<file path="src/rtl/fdc_param_map.svh">
// Constant map for the floppy command parameter decode block
`ifndef FDC_PARAM_MAP_SVH
`define FDC_PARAM_MAP_SVH
`define SZ_BASE_BYTES     17'h00080
`define SZ_CODE_MAX       3'h7
`define STEP_UNIT_US      500
`define CLK_MHZ           100
`define STEP_UNIT_CYC     (`STEP_UNIT_US * `CLK_MHZ)
`define TRK_MIN           8'h00
`define TRK_MAX           8'hFF
`define PERP_LOW_BITS     4
`define FIFO_EN_RST       1'h1
`define FIFO_THR_RST      4'h0
`define PRECOMP_START_TRACK_RST        8'h00
`define CYL_RST           8'h00
`define STAT_RST          8'h00
`define PRE_ERASE_CYC     8'h04
`define STEP_PULSE_CYC    16'h0064
`endif

</file>
<file path="src/rtl/fdc_param_pkg.sv">
// Types for the floppy command parameter decode block
package fdc_param_pkg;
   typedef struct packed {
      logic [7:0] cmd;
      logic [7:0] target_cylinder;
      logic [7:0] relative_cylinder;
      logic [7:0] sector;
      logic [2:0] size_code;
      logic [7:0] sectors_per_track;
      logic       verify_count_enable;
      logic       skip_deleted_flag;
      logic       density_select;
      logic       no_dma_flag;
      logic [3:0] step_interval;
      logic [3:0] perp_low;
      logic       write_gate_timing;
   } cmd_params_s;
   typedef struct packed {
      logic [7:0] status_byte_zero;
      logic [7:0] status_byte_one;
      logic [7:0] status_byte_two;
      logic [7:0] status_byte_three;
   } result_s;
   typedef enum logic [2:0] {
      ST_IDLE = 3'b001,
      ST_EXEC = 3'b010,
      ST_RES  = 3'b100
   } phase_e;
   typedef enum logic [1:0] {
      OP_RD  = 2'h0,
      OP_RDD = 2'h1,
      OP_WR  = 2'h2,
      OP_FMT = 2'h3
   } op_e;
endpackage

</file>
<file path="src/rtl/byte_buf2.sv">
// Two-entry valid/ready buffer for the data byte stream
`timescale 1ns/100ps
module byte_buf2 #(
   parameter int W = 8
) (
   input  wire logic         i_clk,
   input  wire logic         i_rst_n,
   input  wire logic         i_valid,
   output logic              o_ready,
   input  wire logic [W-1:0] i_data,
   output logic              o_valid,
   input  wire logic         i_ready,
   output logic [W-1:0]      o_data
);
   initial begin
      if (W < 1) $error("byte_buf2 width must be positive");
   end
   // ==================================================
   // Storage
   logic [W-1:0] mem_q [2];
   logic [W-1:0] mem_d [2];
   logic         wp_q, wp_d, rp_q, rp_d;
   logic [1:0]   cnt_q, cnt_d;
   logic         push, pop;
   // Next state; full stalls the source so nothing is dropped
   always_comb begin
      push  = i_valid && (cnt_q != 2'h2);
      pop   = i_ready && (cnt_q != 2'h0);
      mem_d = mem_q;
      if (push) begin
         mem_d[wp_q] = i_data;
      end
      wp_d  = push ? ~wp_q : wp_q;
      rp_d  = pop ? ~rp_q : rp_q;
      cnt_d = cnt_q + {1'b0, push} - {1'b0, pop};
   end
   always_ff @(posedge i_clk) begin
      if (!i_rst_n) begin
         mem_q[0] <= '0;
         mem_q[1] <= '0;
         wp_q     <= 1'b0;
         rp_q     <= 1'b0;
         cnt_q    <= 2'h0;
      end else begin
         mem_q <= mem_d;
         wp_q  <= wp_d;
         rp_q  <= rp_d;
         cnt_q <= cnt_d;
      end
   end
   assign o_ready = (cnt_q != 2'h2);
   assign o_valid = (cnt_q != 2'h0);
   assign o_data  = mem_q[rp_q];
endmodule

</file>
<file path="src/rtl/fdc_param_decode.sv">
// Command parameter decode and execution-phase control for the disk controller
`timescale 1ns/100ps
`include "fdc_param_map.svh"
module fdc_param_decode #(
   parameter int STEP_UNIT_CYCLES = `STEP_UNIT_CYC
) (
   input  wire logic                      I_CORE_CLK,
   input  wire logic                      I_RESET_N,
   input  wire logic                      I_CMD_LOAD,
   input  wire fdc_param_pkg::cmd_params_s I_CMD,
   input  wire logic [1:0]                I_OP,
   input  wire logic                      I_SEEK,
   input  wire logic                      I_REL_SEEK,
   input  wire logic                      I_REL_DIR_OUT,
   input  wire logic                      I_SENSE_INT,
   input  wire logic                      I_PERP_WRITE,
   input  wire logic                      I_LOCK_WRITE,
   input  wire logic                      I_LOCK_VAL,
   input  wire logic                      I_OVERWRITE_PERMIT,
   input  wire logic                      I_CFG_WRITE,
   input  wire logic                      I_FIFO_ENABLE_CFG,
   input  wire logic [3:0]                I_FIFO_THRESHOLD_CFG,
   input  wire logic [7:0]                I_PRECOMP_START_TRACK,
   input  wire logic                      I_SOFT_RESET,
   input  wire logic                      I_POLL_DISABLE,
   input  wire logic                      I_SECTOR_DONE,
   input  wire logic                      I_SECTOR_DELETED,
   input  wire logic                      I_DISK_VALID,
   input  wire logic [7:0]                I_DISK_DATA,
   input  wire logic                      I_TRANSFER_ACKNOWLEDGE_N,
   input  wire logic                      I_HOST_TAKE,
   input  wire fdc_param_pkg::result_s    I_RESULT,
   input  wire logic                      I_RESULT_LOAD,
   input  wire logic                      I_WRITE_REQ,
   output logic                           O_DISK_READY,
   output logic                           O_TRANSFER_REQUEST,
   output logic                           O_BYTE_IRQ,
   output logic [7:0]                     O_HOST_DATA,
   output logic [16:0]                    O_SECTOR_BYTES,
   output logic [7:0]                     O_SECTOR_NOW,
   output logic                           O_SECTOR_ACCEPT,
   output logic [7:0]                     O_CURRENT_CYLINDER,
   output logic                           O_STEP,
   output logic                           O_DIR_OUT,
   output logic                           O_POLL_RUN,
   output logic [3:0]                     O_PERP_LOW,
   output logic                           O_DENSITY_SELECT,
   output logic                           O_WRITE_ENABLE,
   output logic                           O_FIFO_ENABLE_CFG,
   output logic [3:0]                     O_FIFO_THRESHOLD_CFG,
   output logic [7:0]                     O_PRECOMP_START_TRACK,
   output fdc_param_pkg::result_s         O_RESULT,
   output logic                           O_BUSY
);
   // Two cycles at least, so a step pulse can never stand two cycles
   if (STEP_UNIT_CYCLES < 2) begin : g_unit_chk
      $error("step unit must be at least two cycles");
   end
   // ==================================================
   // Size decode for the registered sector length
   function automatic logic [16:0] size_bytes(input logic [2:0] code);
      size_bytes = `SZ_BASE_BYTES << code;
   endfunction
   // ==================================================
   // Data path buffer: a host stall holds the disk side off
   logic       bv, br;
   logic [7:0] bd;
   logic       buf_in_ready;
   byte_buf2 #(.W(8)) byte_buf2_i (
      .i_clk   (I_CORE_CLK),
      .i_rst_n (I_RESET_N),
      .i_valid (I_DISK_VALID),
      .o_ready (buf_in_ready),
      .i_data  (I_DISK_DATA),
      .o_valid (bv),
      .i_ready (br),
      .o_data  (bd)
   );
   // ==================================================
   // State
   fdc_param_pkg::phase_e      ph_q, ph_d;
   fdc_param_pkg::cmd_params_s prm_q, prm_d;
   fdc_param_pkg::result_s     res_q, res_d;
   logic [1:0]  op_q, op_d;
   logic [7:0]  cyl_q, cyl_d, tgt_q, tgt_d, sec_q, sec_d, left_q, left_d;
   logic [7:0]  rpt_cyl_q, rpt_cyl_d;
   logic [31:0] stc_q, stc_d;
   logic [15:0] pw_q, pw_d;
   logic        dir_q, dir_d, step_q, step_d;
   logic [3:0]  perp_q, perp_d;
   logic        ow_q, ow_d, lock_q, lock_d;
   logic        fen_q, fen_d;
   logic [3:0]  fthr_q, fthr_d;
   logic [7:0]  ptrk_q, ptrk_d;
   logic        drq_q, drq_d, irq_q, irq_d, hv_q, hv_d;
   logic [7:0]  hd_q, hd_d;
   logic [7:0]  wgc_q, wgc_d;
   logic        we_q, we_d, acc_q, acc_d, poll_q, poll_d;
   logic        moving;
   logic [31:0] step_cycles;
   logic        ack;
   // Next values for all control state but the size, ready and busy flops
   always_comb begin
      ph_d = ph_q; prm_d = prm_q; res_d = res_q; op_d = op_q;
      cyl_d = cyl_q; tgt_d = tgt_q; sec_d = sec_q; left_d = left_q;
      rpt_cyl_d = rpt_cyl_q; stc_d = stc_q; pw_d = pw_q;
      dir_d = dir_q; step_d = 1'b0; perp_d = perp_q; ow_d = ow_q;
      lock_d = lock_q; fen_d = fen_q; fthr_d = fthr_q; ptrk_d = ptrk_q;
      drq_d = drq_q; irq_d = 1'b0; hv_d = hv_q; hd_d = hd_q;
      wgc_d = wgc_q; we_d = 1'b0; acc_d = 1'b0;
      poll_d = ~I_POLL_DISABLE;
      ack = ~I_TRANSFER_ACKNOWLEDGE_N;
      br = 1'b0;
      step_cycles = ({28'h0, prm_q.step_interval} + 32'h1) * STEP_UNIT_CYCLES;
      moving = (cyl_q != tgt_q);
      // Parameters frozen once taken, new loads ignored until idle
      case (ph_q)
         fdc_param_pkg::ST_IDLE: begin
            if (I_CMD_LOAD) begin
               prm_d  = I_CMD;
               op_d   = I_OP;
               sec_d  = I_CMD.sector;
               left_d = I_CMD.sectors_per_track;
               wgc_d  = `PRE_ERASE_CYC;
               ph_d   = fdc_param_pkg::ST_EXEC;
            end
         end
         fdc_param_pkg::ST_EXEC: begin
            // Byte path: DMA handshake or per-byte interrupt
            if (prm_q.no_dma_flag) begin
               if (bv && !hv_q) begin
                  hd_d = bd; hv_d = 1'b1; br = 1'b1;
                  irq_d = 1'b1;
               end
               if (hv_q && I_HOST_TAKE) hv_d = 1'b0;
            end else begin
               drq_d = bv;
               if (drq_q && ack && bv) begin
                  hd_d = bd; br = 1'b1;
                  drq_d = 1'b0;
               end
            end
            if (I_SECTOR_DONE) begin
               // Sector acceptance by skip mode
               if (prm_q.skip_deleted_flag && op_q == fdc_param_pkg::OP_RD)
                  acc_d = ~I_SECTOR_DELETED;
               else if (prm_q.skip_deleted_flag &&
                        op_q == fdc_param_pkg::OP_RDD)
                  acc_d = I_SECTOR_DELETED;
               else
                  acc_d = 1'b1;
               sec_d  = sec_q + 8'h01;
               left_d = left_q - 8'h01;
               if (left_q == 8'h01 && (op_q == fdc_param_pkg::OP_FMT ||
                   prm_q.verify_count_enable))
                  ph_d = fdc_param_pkg::ST_RES;
            end
            // Write gate lead before write enable
            if (I_WRITE_REQ) begin
               if (prm_q.write_gate_timing && wgc_q != 8'h00)
                  wgc_d = wgc_q - 8'h01;
               else
                  we_d = 1'b1;
            end
            if (I_RESULT_LOAD) begin
               res_d = I_RESULT;
               ph_d  = fdc_param_pkg::ST_RES;
            end
         end
         fdc_param_pkg::ST_RES: begin
            drq_d = 1'b0;
            hv_d  = 1'b0;
            if (I_RESULT_LOAD) res_d = I_RESULT;
            if (I_HOST_TAKE) ph_d = fdc_param_pkg::ST_IDLE;
         end
         default: ph_d = fdc_param_pkg::ST_IDLE;
      endcase
      // Seek targets
      if (I_SEEK) tgt_d = I_CMD.target_cylinder;
      if (I_REL_SEEK) begin
         dir_d = I_REL_DIR_OUT;
         tgt_d = I_REL_DIR_OUT ? cyl_q + I_CMD.relative_cylinder
                               : cyl_q - I_CMD.relative_cylinder;
      end
      // Stepper: one pulse per interval, count restarts per pulse
      if (moving) begin
         if (!I_SEEK && !I_REL_SEEK) dir_d = (tgt_q > cyl_q);
         if (stc_q >= step_cycles - 32'h1) begin
            stc_d = 32'h0;
            step_d = 1'b1;
            cyl_d = (tgt_q > cyl_q) ? cyl_q + 8'h01 : cyl_q - 8'h01;
         end else begin
            stc_d = stc_q + 32'h1;
         end
      end else begin
         stc_d = 32'h0;
      end
      pw_d = pw_q;
      if (I_SENSE_INT) rpt_cyl_d = cyl_q;
      if (I_LOCK_WRITE) begin
         lock_d = I_LOCK_VAL;
         ow_d   = I_OVERWRITE_PERMIT;
      end
      if (I_PERP_WRITE && ow_q) perp_d = I_CMD.perp_low;
      if (I_CFG_WRITE) begin
         fen_d  = I_FIFO_ENABLE_CFG;
         fthr_d = I_FIFO_THRESHOLD_CFG;
         ptrk_d = I_PRECOMP_START_TRACK;
      end
      if (I_SOFT_RESET && !lock_q) begin
         fen_d  = `FIFO_EN_RST;
         fthr_d = `FIFO_THR_RST;
         ptrk_d = `PRECOMP_START_TRACK_RST;
      end
   end
   // Registering only
   always_ff @(posedge I_CORE_CLK) begin
      if (!I_RESET_N) begin
         ph_q <= fdc_param_pkg::ST_IDLE; prm_q <= '0; res_q <= '0;
         op_q <= 2'h0; cyl_q <= `CYL_RST; tgt_q <= `CYL_RST;
         sec_q <= 8'h00; left_q <= 8'h00; rpt_cyl_q <= `CYL_RST;
         stc_q <= 32'h0; pw_q <= 16'h0000; dir_q <= 1'b0; step_q <= 1'b0;
         perp_q <= 4'h0; ow_q <= 1'b0; lock_q <= 1'b0;
         fen_q <= `FIFO_EN_RST; fthr_q <= `FIFO_THR_RST;
         ptrk_q <= `PRECOMP_START_TRACK_RST; drq_q <= 1'b0; irq_q <= 1'b0;
         hv_q <= 1'b0; hd_q <= 8'h00; wgc_q <= 8'h00; we_q <= 1'b0;
         acc_q <= 1'b0; poll_q <= 1'b0;
      end else begin
         ph_q <= ph_d; prm_q <= prm_d; res_q <= res_d; op_q <= op_d;
         cyl_q <= cyl_d; tgt_q <= tgt_d; sec_q <= sec_d; left_q <= left_d;
         rpt_cyl_q <= rpt_cyl_d; stc_q <= stc_d; pw_q <= pw_d;
         dir_q <= dir_d; step_q <= step_d; perp_q <= perp_d; ow_q <= ow_d;
         lock_q <= lock_d; fen_q <= fen_d; fthr_q <= fthr_d;
         ptrk_q <= ptrk_d; drq_q <= drq_d; irq_q <= irq_d; hv_q <= hv_d;
         hd_q <= hd_d; wgc_q <= wgc_d; we_q <= we_d; acc_q <= acc_d;
         poll_q <= poll_d;
      end
   end
   // Registered size, ready and busy keep outputs flop-driven; ready
   // looks one word ahead, since a late full flag would drop a word
   logic [16:0] sz_q;
   logic        rdy_q;
   logic        busy_q;
   always_ff @(posedge I_CORE_CLK) begin
      if (!I_RESET_N) begin
         sz_q   <= `SZ_BASE_BYTES;
         rdy_q  <= 1'b0;
         busy_q <= 1'b0;
      end else begin
         sz_q   <= size_bytes(prm_d.size_code);
         rdy_q  <= br || (buf_in_ready && !(bv && I_DISK_VALID));
         busy_q <= (ph_d != fdc_param_pkg::ST_IDLE);
      end
   end
   // ==================================================
   // Outputs
   assign O_DISK_READY          = rdy_q;
   assign O_TRANSFER_REQUEST    = drq_q;
   assign O_BYTE_IRQ            = irq_q;
   assign O_HOST_DATA           = hd_q;
   assign O_SECTOR_BYTES        = sz_q;
   assign O_SECTOR_NOW          = sec_q;
   assign O_SECTOR_ACCEPT       = acc_q;
   assign O_CURRENT_CYLINDER    = rpt_cyl_q;
   assign O_STEP                = step_q;
   assign O_DIR_OUT             = dir_q;
   assign O_POLL_RUN            = poll_q;
   assign O_PERP_LOW            = perp_q;
   assign O_DENSITY_SELECT      = prm_q.density_select;
   assign O_WRITE_ENABLE        = we_q;
   assign O_FIFO_ENABLE_CFG     = fen_q;
   assign O_FIFO_THRESHOLD_CFG  = fthr_q;
   assign O_PRECOMP_START_TRACK = ptrk_q;
   assign O_RESULT              = res_q;
   assign O_BUSY                = busy_q;
endmodule

</file>
<file path="config.mk">
export PLATFORM = sky130hd
export DESIGN_NAME = fdc_param_decode
export DESIGN_NICKNAME = d
export VERILOG_FILES = /design/src/rtl/fdc_param_pkg.sv /design/src/rtl/byte_buf2.sv /design/src/rtl/fdc_param_decode.sv
export VERILOG_INCLUDE_DIRS = /design/src /design/src/rtl
export SDC_FILE = /design/constraint.sdc
export NUM_CORES = 1
export LEC_CHECK = 0
export ABC_AREA = 1
export BUFFER_PORTS_ARGS = -buffer_cell sky130_fd_sc_hd__buf_2
export CAP_MARGIN = 10
export CORE_UTILIZATION = 50
export DETAILED_ROUTE_END_ITERATION = 8
export GPL_ROUTABILITY_DRIVEN = 0
export PLACE_DENSITY_LB_ADDON = 0.3
export SLEW_MARGIN = 20
export SYNTH_ARGS = -nofsm -noshare
export SYNTH_HDL_FRONTEND = slang
export SYNTH_SLANG_ARGS = --single-unit
</file>
<file path="constraint.sdc">
create_clock -name I_CORE_CLK -period 10.6 [get_ports I_CORE_CLK]
set_input_delay 0 -clock I_CORE_CLK [delete_from_list [all_inputs] [get_ports I_CORE_CLK]]
set_output_delay 0 -clock I_CORE_CLK [all_outputs]
set_load 0.1 [all_outputs]
</file>
==> impl_metrics.toml <==
[power]
p_leak_nw = 7.04
powerDensity_mw_per_mm2 = 144
vdd.ir_drop.worst_uv = 123
power_mw = 2.07

[yosys]
synthFlopType = "dfxtp_1"
yosysSeqAreaShare_pct = 35.1
ys_seq_elements = 194
ys_types = 43
yosys.area.top_type = "dfxtp_1"
synth_edf_count = 0
synth_area_leaders = "dfxtp_1 35%, nand2_1 11%, ha_1 10%, nor2_1 8.3%, inv_1 5.9%"
synthCells = 1591
postSynthAreaPerCell_um2 = 6.95
postSynth.asyncResetShare_pct = 0
synth_top_area_share_pct = 35.1
yosysWarningCount = 0
syn-cell-area_mm2 = 0.0111

[worst_setup_path]
critPathLaunchType = "register"
r2r_cells = 30
critPathRequiredTime_ns = 10.91
crit_top_cell = "nand2_1"
slowest_delay_ns = 0.57
r2r_slack_ns = 4.62
path_delay_family = "simple AND/OR/NAND/NOR gates"
crit_slowest_cell = "dfxtp_1"
path_buf_inv = 2
worst-path-max-fanout = 31
cp-end-kind = "register"
timing.setup.critical_path_class = "reg -> reg"
r2r_end = "stc_q[22]"
r2r-start = "prm_q[5]"
cp_data_arrival_time_ns = 6.29

[sta]
slew_violations = 0
min_period_over_period_pct = 56.4
final.setup_skew_ns = 0.0150
finalHoldViolCount = 0
tightest_slew_ns = 0.940
tns_ns = 0
rsz0062_at_grt = "no"
setup_viol = 0
relSlewSlack_pct = 37.3
fmax_mhz = 167
period_needed_ns = 5.98

[detailed_routing]
routedWlPerCell_um = 13.8
first_pass_iters = 6
drcViolationCount = 0
ant_nets = 0
routed_wl_um = 30600
viasPerCell = 5.12
drt_iter0_markers = 675
vias = 11300

[finish]
final_nets = 2143
drive_above_1_share_pct = 14.8
postLayoutCellArea_mm2 = 0.0143
multi_input_area_mm2 = 0.00627
mostFrequentLayoutCell = "nand2_1"
final_core_util_pct = 65.8
regArea_mm2 = 0.00388
final_cell_mix = "324 x nand2_1, 245 x nor2_1, 214 x buf_2, 194 x dfxtp_1, 175 x inv_1"
area_growth_pct = 29.4
fillers = 1804

[global_route]
overflow = 0
grtUsageTotal_pct = 26.7
grt_start_max_net_pins = 61
grt_pass1_vias = 10500
antenna_found_initial = 1
grt_pass1_wl_um = 48700

[clock_tree]
cts_made_buffers = 17
cts_setup_buffers = 0
clkTransAtPathRegs_ns = 0.08
cts.path.max_buffers = 2
cts.sinks = 194
cts_resized = 0
clk_latency_ns = 0.44
clock-root-buffer = "clkbuf_16"
cts_tree = "done"
hold_buffers = 137
cts-htree-levels = 4

[floorplanning]
die_y_um = 151
num_io_pins = 232
fp.dieW_um = 151
fp.coreArea_mm2 = 0.0218
rows = 54
die_area_mm2 = 0.0227
initial_core_util_pct = 50.8

[placement]
dp_hpwl_um = 20500
io_buffer_count = 214
placed_cell_area_mm2 = 0.0123

[min_path]
min-delay-start = "I_SEEK"
hold_class = "in -> reg"
hold_depth = 5
min_to = "tgt_q[3]"

[flow_run]
maxCapViolCount = 0

[status]
outcome = "complete, no violations"
## metrics by stage
stage	cells	hold slack (ns)	setup WS [ns]
2_1_floorplan	1599	0.0724	5.88
3_3_place_gp	2043	0.158	4.78
3_5_place_dp	2043	0.163	4.67
4_1_cts	2212	0.00198	4.60
5_1_grt	2213	0.0585	4.04
6_report	2214	0.0434	4.62
## layout make-up
class                           instances  share of cell area (%)
Timing Repair Buffer                  357                    17.4
Clock inverter                         15                    1.54
Inverter                              180                    4.72
Antenna cell                            2                  0.0350
Tap cell                              280                    2.45
Sequential cell                       194                    27.1
Clock buffer                           17                    2.97
Multi-Input combinational cell       1169                    43.8
## worst register-to-register path, delay by kind of cell (launching register included)
kind / cells / cell delay, ns
adder cells (fa/ha/maj): 6 / 1.92
AND/OR/NAND/NOR: 20 / 2.66
AO/OA/AOI/OAI: 1 / 0.15
XOR/XNOR: 1 / 0.09
buffers and inverters: 2 / 0.47
flip-flops: 1 / 0.57
## logic make-up after synthesis
logic type / share of synthesized area [%]
compound gates: 13.5
other cells: 0.0339
flops: 35.1
fa+ha+maj: 10.6
simple gates: 27.9
xor+xnor: 4.36
buf+inv: 8.50
## sequential cells by signal, summed over array words and instances, names as in the netlist, 2 cells and up
name,flops
op_q,2
O_FIFO_THRESHOLD_CFG,4
left_q,8
tgt_q,8
wgc_q,8
O_PERP_LOW,4
prm_q,11
byte_buf2_i.cnt_q,2
byte_buf2_i.mem_q,16
ph_q,3
O_SECTOR_NOW,8
O_PRECOMP_START_TRACK,8
O_SECTOR_BYTES,8
O_CURRENT_CYLINDER,8
cyl_q,8
O_HOST_DATA,8
stc_q,32
O_RESULT,32
## worst max path at each step
stage / depth (start not counted) / endpoint / start / slack (ns)
floorplan: 31 / stc_q[19] / prm_q[5] / 5.88
global placement: 30 / stc_q[7] / prm_q[5] / 4.78
detailed placement: 32 / stc_q[21] / prm_q[5] / 4.67
CTS: 30 / stc_q[22] / prm_q[5] / 4.60
global route: 30 / stc_q[24] / prm_q[5] / 4.04
finish: 30 / stc_q[22] / prm_q[5] / 4.62
## metal layers
metal,track usage (%),vias to the layer above,wire length (µm)
met5,0,-,0
met4,10.1,0,829
met3,5.36,66,1660
met2,46.3,321,15000
met1,32.3,5141,13100
li1,-,5808,-
## report_power, final
group	switching, mW	internal [mW]	total, mW
registers	0.0243	0.765	0.790
logic	0.388	0.186	0.574
clock network	0.366	0.337	0.704
total	0.778	1.29	2.07
## synth_stat cells, drive strengths merged, types with 2 or more instances
library cell and n:
or2 10, a211oi 8, nand2 329, clkbuf 35, dfxtp 194, o22ai 2
a21oi 124, a31oi 10, nand3b 6, buf 21, o21ai 118, fa 3
nand3 90, nor3 16, a21o 3, o211ai 7, o31a 2, nand4 24
ha 89, nor4 3, xor2 39, xnor2 16, nor3b 2, nor2 253
inv 180
No activity file was read; power rests on OpenSTA's default activity.
